<file path="config.mk">
export PLATFORM = sky130hd
export DESIGN_NAME = serial_voltage_id_decoder
export DESIGN_NICKNAME = d
export VERILOG_FILES = /design/src/serial_voltage_code_pkg.sv /design/src/link_sync.sv /design/src/serial_voltage_code_decoder.sv
export SDC_FILE = /design/constraint.sdc
export NUM_CORES = 1
export LEC_CHECK = 0
export BUFFER_PORTS_ARGS = -buffer_cell sky130_fd_sc_hd__clkbuf_2
export CAP_MARGIN = 20
export CORE_MARGIN = 2
export CORE_UTILIZATION = 45
export CTS_CLUSTER_SIZE = 14
export DETAILED_ROUTE_END_ITERATION = 8
export SYNTH_ARGS = -nofsm -noshare
export SYNTH_HDL_FRONTEND = slang
export SYNTH_SLANG_ARGS = --single-unit
export TNS_END_PERCENT = 30
</file>
<file path="constraint.sdc">
create_clock -name CLK_I -period 2.4 [get_ports CLK_I]
set_input_delay 0.24 -clock CLK_I [delete_from_list [all_inputs] [get_ports CLK_I]]
set_output_delay 0.24 -clock CLK_I [all_outputs]
set_load 0.01 [all_outputs]
</file>
<file path="src/serial_voltage_code_pkg.sv">
package voltage_code_pkg;

  // Link word and code widths
  localparam int WORD_BITS = 8;
  localparam int CODE_BITS = 7;
  localparam int ADDR_BITS = 7;

  // Receiver address table (values are arbitrary)
  localparam logic [6:0] ADDR_CORE_ONLY = 7'h10;
  localparam logic [6:0] ADDR_AUX_ONLY  = 7'h11;
  localparam logic [6:0] ADDR_BOTH      = 7'h12;

  // Data word fields
  localparam int PSI_BIT  = 7;
  localparam int CODE_MSB = 6;

  // Codes at or above this value turn the converter off
  localparam logic [6:0] OFF_CODE_FIRST = 7'h7C;

  // Startup codes: 1.1 V, 1.0 V, 0.9 V, 0.8 V
  localparam logic [6:0] BOOT_CODE_00 = 7'h24;
  localparam logic [6:0] BOOT_CODE_01 = 7'h2C;
  localparam logic [6:0] BOOT_CODE_10 = 7'h34;
  localparam logic [6:0] BOOT_CODE_11 = 7'h3C;

  // Fixed-voltage codes: 1.4 V, 1.2 V, 1.0 V, 0.8 V
  localparam logic [6:0] FIX_CODE_00 = 7'h0C;
  localparam logic [6:0] FIX_CODE_01 = 7'h1C;
  localparam logic [6:0] FIX_CODE_10 = 7'h2C;
  localparam logic [6:0] FIX_CODE_11 = 7'h3C;

  // Reset values and last bit index
  localparam logic [6:0] DAC_RESET   = 7'h00;
  localparam logic [1:0] PINS_RESET  = 2'h0;
  localparam logic [2:0] LAST_BIT    = 3'h7;

  // Receiver states
  typedef enum logic [2:0] {
    RX_IDLE     = 3'b000,
    RX_ADDR     = 3'b001,
    RX_ADDR_END = 3'b010,
    RX_ACK_ADDR = 3'b011,
    RX_DATA     = 3'b100,
    RX_DATA_END = 3'b101,
    RX_ACK_DATA = 3'b110
  } rx_state_t;

  // Both reference codes travel together
  typedef struct packed {
    logic [6:0] core;
    logic [6:0] aux;
  } dac_pair_t;

  // Startup decode, clock pin level is the high bit
  function automatic logic [6:0] boot_decode(input logic [1:0] pins);
    logic [6:0] code;
    code = BOOT_CODE_00;
    case (pins)
      2'h1:    code = BOOT_CODE_01;
      2'h2:    code = BOOT_CODE_10;
      2'h3:    code = BOOT_CODE_11;
      default: code = BOOT_CODE_00;
    endcase
    return code;
  endfunction

  // Fixed-voltage decode, clock pin level is the high bit
  function automatic logic [6:0] fix_decode(input logic [1:0] pins);
    logic [6:0] code;
    code = FIX_CODE_00;
    case (pins)
      2'h1:    code = FIX_CODE_01;
      2'h2:    code = FIX_CODE_10;
      2'h3:    code = FIX_CODE_11;
      default: code = FIX_CODE_00;
    endcase
    return code;
  endfunction

endpackage
</file>
<file path="src/link_sync.sv">
`timescale 1ns/1ps
module link_sync #(
  parameter int WIDTH = 5
) (
  input  wire logic             clk_i,
  input  wire logic             rst_n_i,
  input  wire logic [WIDTH-1:0] async_i,
  output logic      [WIDTH-1:0] level_o,
  output logic      [WIDTH-1:0] rise_o,
  output logic      [WIDTH-1:0] fall_o
);

  logic [WIDTH-1:0] meta_q;
  logic [WIDTH-1:0] sync_q;
  logic [WIDTH-1:0] last_q;

  // Two-stage synchroniser plus one stage for edge detection
  always_ff @(posedge clk_i or negedge rst_n_i) begin
    if (!rst_n_i) begin
      meta_q <= '0;
      sync_q <= '0;
      last_q <= '0;
    end else begin
      meta_q <= async_i;
      sync_q <= meta_q;
      last_q <= sync_q;
    end
  end

  // Edges come only from synchronised copies
  assign level_o = sync_q;
  assign rise_o  = sync_q & ~last_q;
  assign fall_o  = ~sync_q & last_q;

endmodule

</file>
<file path="src/serial_voltage_code_decoder.sv">
`timescale 1ns/1ps
// Functional notes
// Enable rising with power-good low captures both link pins as startup code.
// Both DAC codes follow the startup code until power-good rises.
// Startup code is kept and reapplied whenever power-good falls again.
// Link traffic is ignored until power-good is high.
// Address and data each arrive as eight serial bits.
// Three addresses select core only, aux only, or both DACs.
// Data bit 7 drives the power-save output; low means power saving.
// Data bits 6..0 become the code of each selected DAC.
// Enable rising with fixed mode high captures link pins as fixed code.
// In fixed mode both DACs take the decoded fixed code.
// Startup decode, clock pin high bit: 1.1, 1.0, 0.9, 0.8 V.
// Fixed decode, clock pin high bit: 1.4, 1.2, 1.0, 0.8 V.
// Start is data fall with clock high; matching write address is acknowledged.
// Data word is acknowledged and targets update at once unless off code.
// Link pins are synchronised and edge-detected before any decoding.
module serial_voltage_id_decoder
  import voltage_code_pkg::*;
(
  input  wire logic       CLK_I,
  input  wire logic       NRST_I,
  input  wire logic       ENABLE_I,
  input  wire logic       HOST_POWER_GOOD_IN_I,
  input  wire logic       FIXED_VOLTAGE_MODE_I,
  input  wire logic       VOLTAGE_LINK_CLOCK_I,
  input  wire logic       VOLTAGE_LINK_DATA_I,
  output logic            VOLTAGE_LINK_DATA_O,
  output logic            VOLTAGE_LINK_DATA_OE_O,
  output logic [6:0]      CORE_REFERENCE_DAC_O,
  output logic [6:0]      AUX_REFERENCE_DAC_O,
  output logic            POWER_SAVE_INDICATOR_N_O,
  output logic            CONVERTER_OFF_O
);

  logic       rst_meta_q;
  logic       rst_n_q;
  logic [4:0] pin_lvl;
  logic [4:0] pin_rise;
  logic [4:0] pin_fall;
  logic       lk_clk;
  logic       lk_dat;
  logic       pg;
  logic       fixed_in;
  logic       start_ev;
  logic       stop_ev;

  // Reset release through two flip-flops
  always_ff @(posedge CLK_I or negedge NRST_I) begin
    if (!NRST_I) begin
      rst_meta_q <= 1'b0;
      rst_n_q    <= 1'b0;
    end else begin
      rst_meta_q <= 1'b1;
      rst_n_q    <= rst_meta_q;
    end
  end

  // All pins enter through the synchroniser
  link_sync #(.WIDTH(5)) u_sync (
    .clk_i   (CLK_I),
    .rst_n_i (rst_n_q),
    .async_i ({ENABLE_I, FIXED_VOLTAGE_MODE_I, HOST_POWER_GOOD_IN_I,
               VOLTAGE_LINK_CLOCK_I, VOLTAGE_LINK_DATA_I}),
    .level_o (pin_lvl),
    .rise_o  (pin_rise),
    .fall_o  (pin_fall)
  );

  // Named views of the synchronised pins
  assign lk_dat   = pin_lvl[0];
  assign lk_clk   = pin_lvl[1];
  assign pg       = pin_lvl[2];
  assign fixed_in = pin_lvl[3];
  assign start_ev = pin_fall[0] & lk_clk;
  assign stop_ev  = pin_rise[0] & lk_clk;

  // Receiver state
  rx_state_t  st_q, st_d;
  logic [2:0] cnt_q, cnt_d;
  logic [7:0] shift_q, shift_d;
  logic [1:0] sel_q, sel_d;
  logic       oe_q, oe_d;
  logic       upd_q, upd_d;
  logic       dat_q;
  logic       fixed_q, fixed_d;

  // Serial receiver: bits taken at link clock rise, ack driven from a fall
  always_comb begin
    st_d    = st_q;
    cnt_d   = cnt_q;
    shift_d = shift_q;
    sel_d   = sel_q;
    oe_d    = oe_q;
    upd_d   = 1'b0;
    if (!pg || fixed_q) begin
      st_d = RX_IDLE;
      oe_d = 1'b0;
    end else if (start_ev) begin
      st_d  = RX_ADDR;
      cnt_d = 3'h0;
      oe_d  = 1'b0;
    end else if (stop_ev) begin
      st_d = RX_IDLE;
      oe_d = 1'b0;
    end else begin
      case (st_q)
        RX_ADDR, RX_DATA: begin
          if (pin_rise[1]) begin
            shift_d = {shift_q[6:0], lk_dat};
            cnt_d   = cnt_q + 3'h1;
            if (cnt_q == LAST_BIT) begin
              st_d = (st_q == RX_ADDR) ? RX_ADDR_END : RX_DATA_END;
            end
          end
        end
        RX_ADDR_END: begin
          if (pin_fall[1]) begin
            st_d = RX_IDLE;
            if (shift_q[0] == 1'b0) begin
              if (shift_q[7:1] == ADDR_CORE_ONLY) begin
                sel_d = 2'b10;
                st_d  = RX_ACK_ADDR;
              end else if (shift_q[7:1] == ADDR_AUX_ONLY) begin
                sel_d = 2'b01;
                st_d  = RX_ACK_ADDR;
              end else if (shift_q[7:1] == ADDR_BOTH) begin
                sel_d = 2'b11;
                st_d  = RX_ACK_ADDR;
              end
            end
            oe_d = (st_d == RX_ACK_ADDR);
          end
        end
        RX_ACK_ADDR: begin
          if (pin_fall[1]) begin
            oe_d  = 1'b0;
            cnt_d = 3'h0;
            st_d  = RX_DATA;
          end
        end
        RX_DATA_END: begin
          if (pin_fall[1]) begin
            oe_d  = 1'b1;
            upd_d = 1'b1;
            st_d  = RX_ACK_DATA;
          end
        end
        RX_ACK_DATA: begin
          if (pin_fall[1]) begin
            oe_d = 1'b0;
            st_d = RX_IDLE;
          end
        end
        default: begin
          st_d = RX_IDLE;
          oe_d = 1'b0;
        end
      endcase
    end
  end

  always_ff @(posedge CLK_I or negedge rst_n_q) begin
    if (!rst_n_q) begin
      st_q    <= RX_IDLE;
      cnt_q   <= 3'h0;
      shift_q <= 8'h00;
      sel_q   <= 2'h0;
      oe_q    <= 1'b0;
      upd_q   <= 1'b0;
      dat_q   <= 1'b0;
    end else begin
      st_q    <= st_d;
      cnt_q   <= cnt_d;
      shift_q <= shift_d;
      sel_q   <= sel_d;
      oe_q    <= oe_d;
      upd_q   <= upd_d;
      dat_q   <= 1'b0;
    end
  end

  // Mode, captured codes and DAC targets
  logic [1:0] boot_pins_q, boot_pins_d;
  logic [1:0] fix_pins_q, fix_pins_d;
  dac_pair_t  tgt_q, tgt_d;
  dac_pair_t  dac_q, dac_d;
  logic       psi_n_q, psi_n_d;
  logic       off_q, off_d;
  logic [6:0] new_code;

  assign new_code = shift_q[CODE_MSB:0];

  // Capture at enable rise, then pick the source for both DACs
  always_comb begin
    fixed_d     = fixed_q;
    boot_pins_d = boot_pins_q;
    fix_pins_d  = fix_pins_q;
    tgt_d       = tgt_q;
    psi_n_d     = psi_n_q;
    off_d       = off_q;
    if (pin_rise[4]) begin
      fixed_d = fixed_in;
      if (fixed_in) begin
        fix_pins_d = {lk_clk, lk_dat};
      end else if (!pg) begin
        boot_pins_d = {lk_clk, lk_dat};
      end
    end
    if (!pg) begin
      tgt_d.core = boot_decode(boot_pins_q);
      tgt_d.aux  = boot_decode(boot_pins_q);
      psi_n_d    = 1'b1;
      off_d      = 1'b0;
    end else if (upd_q) begin
      psi_n_d = shift_q[PSI_BIT];
      if (new_code >= OFF_CODE_FIRST) begin
        off_d = 1'b1;
      end else begin
        off_d = 1'b0;
        if (sel_q[1]) begin
          tgt_d.core = new_code;
        end
        if (sel_q[0]) begin
          tgt_d.aux = new_code;
        end
      end
    end
    if (fixed_q) begin
      dac_d.core = fix_decode(fix_pins_q);
      dac_d.aux  = fix_decode(fix_pins_q);
    end else if (!pg) begin
      dac_d.core = boot_decode(boot_pins_q);
      dac_d.aux  = boot_decode(boot_pins_q);
    end else begin
      dac_d = tgt_q;
    end
  end

  always_ff @(posedge CLK_I or negedge rst_n_q) begin
    if (!rst_n_q) begin
      fixed_q     <= 1'b0;
      boot_pins_q <= PINS_RESET;
      fix_pins_q  <= PINS_RESET;
      tgt_q       <= {DAC_RESET, DAC_RESET};
      dac_q       <= {DAC_RESET, DAC_RESET};
      psi_n_q     <= 1'b1;
      off_q       <= 1'b0;
    end else begin
      fixed_q     <= fixed_d;
      boot_pins_q <= boot_pins_d;
      fix_pins_q  <= fix_pins_d;
      tgt_q       <= tgt_d;
      dac_q       <= dac_d;
      psi_n_q     <= psi_n_d;
      off_q       <= off_d;
    end
  end

  // Outputs straight from flip-flops
  assign VOLTAGE_LINK_DATA_O      = dat_q;
  assign VOLTAGE_LINK_DATA_OE_O   = oe_q;
  assign CORE_REFERENCE_DAC_O     = dac_q.core;
  assign AUX_REFERENCE_DAC_O      = dac_q.aux;
  assign POWER_SAVE_INDICATOR_N_O = psi_n_q;
  assign CONVERTER_OFF_O          = off_q;
endmodule

</file>
==> metrics.yaml <==
postRouteAntennaNets: 0
grt_pass1_wl_um: 8362
path_clk_slew_ns: 0.07
power_mw: 2.524
ff_latch_area_mm2: 0.001704
setup_viol: 0
yosysUniqueCellTypes: 47
busiest_layer: "met2"
synth_compound_area_frac: 0.1079
rsz0062_at_grt: "no"
die_area_mm2: 0.006691
status: "finished, final reports clean"
yosys-top-cells-area: "dfrtp_1 62%, nand2_1 5.0%, mux2_2 4.1%, o21ai_0 3.9%, and2_1 1.8%"
multi_input_area_um2: 958.4
synth_ff_type: "dfrtp_1"
die_y_um: 81.80
layout.nets: 279
clock_sinks: 68
drcViolationCount: 0
fmax_ghz: 0.4917
worstReg2RegStart: "st_q[0]"
drtIter0Drc: 105
cts_buffers: 9
yosys.area.top_type_share: 0.6155
synthMuxAreaShare: 0.06109
vdd_drop_max_v: 0.0004541
synth_top_area_cell: "dfrtp_1"
synth_xor_area_frac: 0.006431
leakagePower_nw: 1.502
ios: 25
synthArstFlopShare: 1.000
reg2reg_depth: 4
slew_viol_final: 0
relSlewSlack: 0.4763
endpoint_kind: "flop"
rrSetupSlack_ns: 0.37
final.setup.tns_ns: 0
portBuffers: 23
worstMarginPinSlew_ns: 0.7658
cts_resized: 0
antenna_found_initial: 0
min_period_ns: 2.034
grt_pass1_vias: 1796
start_util: 0.4628
synth_area_mm2: 0.002724
cts_setup_buffers: 0
ys_seq_elements: 68
cts_tree: "yes"
critPathArrivalTime_ns: 2.26
cts.path.max_buffers: 2
dr.pass1.iters: 4
yosys_warnings: 0
p_per_area_mw_per_mm2: 782.0
drv_cap: 0
ys_seq_area_frac: 0.6252
synth_most_common_cell: "dfrtp_1"
gr-usage-met1: 0.2309
hold_path.class: "input port to asynchronous set/reset pin"
postSynthAreaPerCell_um2: 11.74
wl_um: 4638
crit_fanout: 9
syn_inst: 232
fin_crit_sh: 0.8474
grt_max_degree: 36
syn_nets: 241
h-tree-depth: 3
hold_violations: 0
r2r_end: "shift_q[1]"
vias: 1761
fill_cells: 525
synthSimpleGateAreaFrac: 0.1644
synth_top_family_by_area: "simple AND/OR/NAND/NOR gates"
synth_common_cells: "67 x dfrtp_1, 36 x nand2_1, 21 x o21ai_0, 10 x mux2_2"
hpwl_um: 3215
rows: 28
critPathRequiredTime_ns: 2.62
grt_overflow: 0
crit_type: "flop to flop"
clk_latency_ns: 0.34
synth-edff-count: 0
gp_congestion: 0.7239
layout-drive-gt1-share: 0.2327
routedWlPerCell_um: 13.25
skew_ns: 0.006293
diodes: 0
cts-root-buf: "clkbuf_8"
synth_fa_ha_area_frac: 0.009187
coreArea_mm2: 0.005886
met3_usage: 0.05604
syn_to_final_growth_pct: 18.51
grtUsageMet2: 0.2537
critPathLaunchType: "flop"
die_x_um: 81.80
vias_per_cell: 5.031
grt_usage: 0.1713
cell families (layout without fill, tap and decap cells):
group,Yosys count,in the layout
other,2,2
muxes,15,15
buffers and inverters,14,57
xor gates and xnor gates,2,2
DFF,68,68
and+or+nand+nor,83,83
adders and majority gates,2,2
AOI/OAI and AO/OA,46,46
layout make-up:
class / instances / area share
timing repair buffer: 37 / 0.07287
clock inverter: 3 / 0.01318
inverter: 4 / 0.004651
sequential: 68 / 0.5279
tap: 75 / 0.02907
clock buffer: 13 / 0.05543
multi-input combinational: 150 / 0.2969
flip-flops by register name, indices dropped and copies added (netlist names), 2 cells and up:
| name | count |
|---|---|
| cnt_q | 3 |
| fix_pins_q | 2 |
| u_sync.meta_q | 5 |
| u_sync.level_o | 5 |
| shift_q | 8 |
| AUX_REFERENCE_DAC_O | 7 |
| u_sync.last_q | 3 |
| CORE_REFERENCE_DAC_O | 7 |
| tgt_q | 14 |
| boot_pins_q | 2 |
| st_q | 3 |
| sel_q | 2 |
repair_timing:
action	4_1_cts	5_1_grt
hold buffers	5	1
setup endpoints to repair	0	0
endpoints found under the hold margin	6	1
per-stage QoR:
step | util | std cells | area, µm² | hold slack [ns] | worst slack, ns
after floorplan | - | 232 | 2724 | -0.05559 | 0.3680
after global placement | 0.5006 | 328 | 2947 | 0.02581 | 0.4010
after detailed placement | 0.5006 | 328 | 2947 | 0.02836 | 0.3638
after CTS | 0.5468 | 349 | 3218 | 0.003832 | 0.3565
after global routing | 0.5485 | 350 | 3228 | 0.2070 | 0.2559
final | 0.5485 | 350 | 3228 | 0.2061 | 0.3664
layer usage:
metal  part of all wire  vias to the layer above
li1                   -                      878
met1               0.49                      842
met2               0.45                       31
met3              0.042                       10
met4              0.022                        0
met5                  0                        -
worst max-delay path: stages (launching register included):
cell     delay, ns
dfrtp_1       0.47
xnor2_1       0.20
nor4b_1       0.44
and2_1        0.43
mux2_2        0.38
power breakdown:
group,internal [mW],switching [mW],leakage (nW)
combinational,0.106,0.129,0.528
sequential,1.23,0.0501,0.863
clock,0.592,0.416,0.112
total,1.93,0.595,1.50
worst max-delay path by stage:
| stage | from | to | slack, ns | cells after the start |
|---|---|---|---|---|
| 6_report | st_q[0] | shift_q[1] | 0.37 | 4 |
| 2_1_floorplan | rst_n_q | AUX_REFERENCE_DAC_O[0] | 0.37 | 0 |
| 3_3_place_gp | st_q[0] | shift_q[6] | 0.40 | 4 |
| 3_5_place_dp | st_q[0] | shift_q[4] | 0.36 | 4 |
| 5_1_grt | st_q[0] | shift_q[1] | 0.26 | 4 |
| 4_1_cts | st_q[0] | shift_q[4] | 0.36 | 4 |
layout by cell type, fill, tap and decap left out, types with 2 or more instances in the layout:
cell / netlist / layout
clkbuf_2: 0 / 23
nand2b_1: 8 / 8
nor2b_1: 7 / 7
buf_4: 2 / 8
a21oi_1: 6 / 6
a211o_1: 2 / 2
o2bb2ai_1: 2 / 2
nand2_1: 36 / 36
ha_1: 2 / 2
a32oi_1: 2 / 2
mux2_1: 3 / 3
dfrtp_1: 67 / 66
o21a_1: 2 / 2
mux2i_1: 2 / 2
nor3_1: 3 / 3
nor4b_1: 2 / 2
o21ai_0: 21 / 21
dlygate4sd3_1: 0 / 6
or3_1: 3 / 3
nor2_1: 6 / 6
and2_1: 8 / 8
conb_1: 2 / 2
clkbuf_8: 0 / 13
a21boi_0: 2 / 2
inv_1: 4 / 4
mux2_2: 10 / 10
Power figures use the tool's default switching activity.
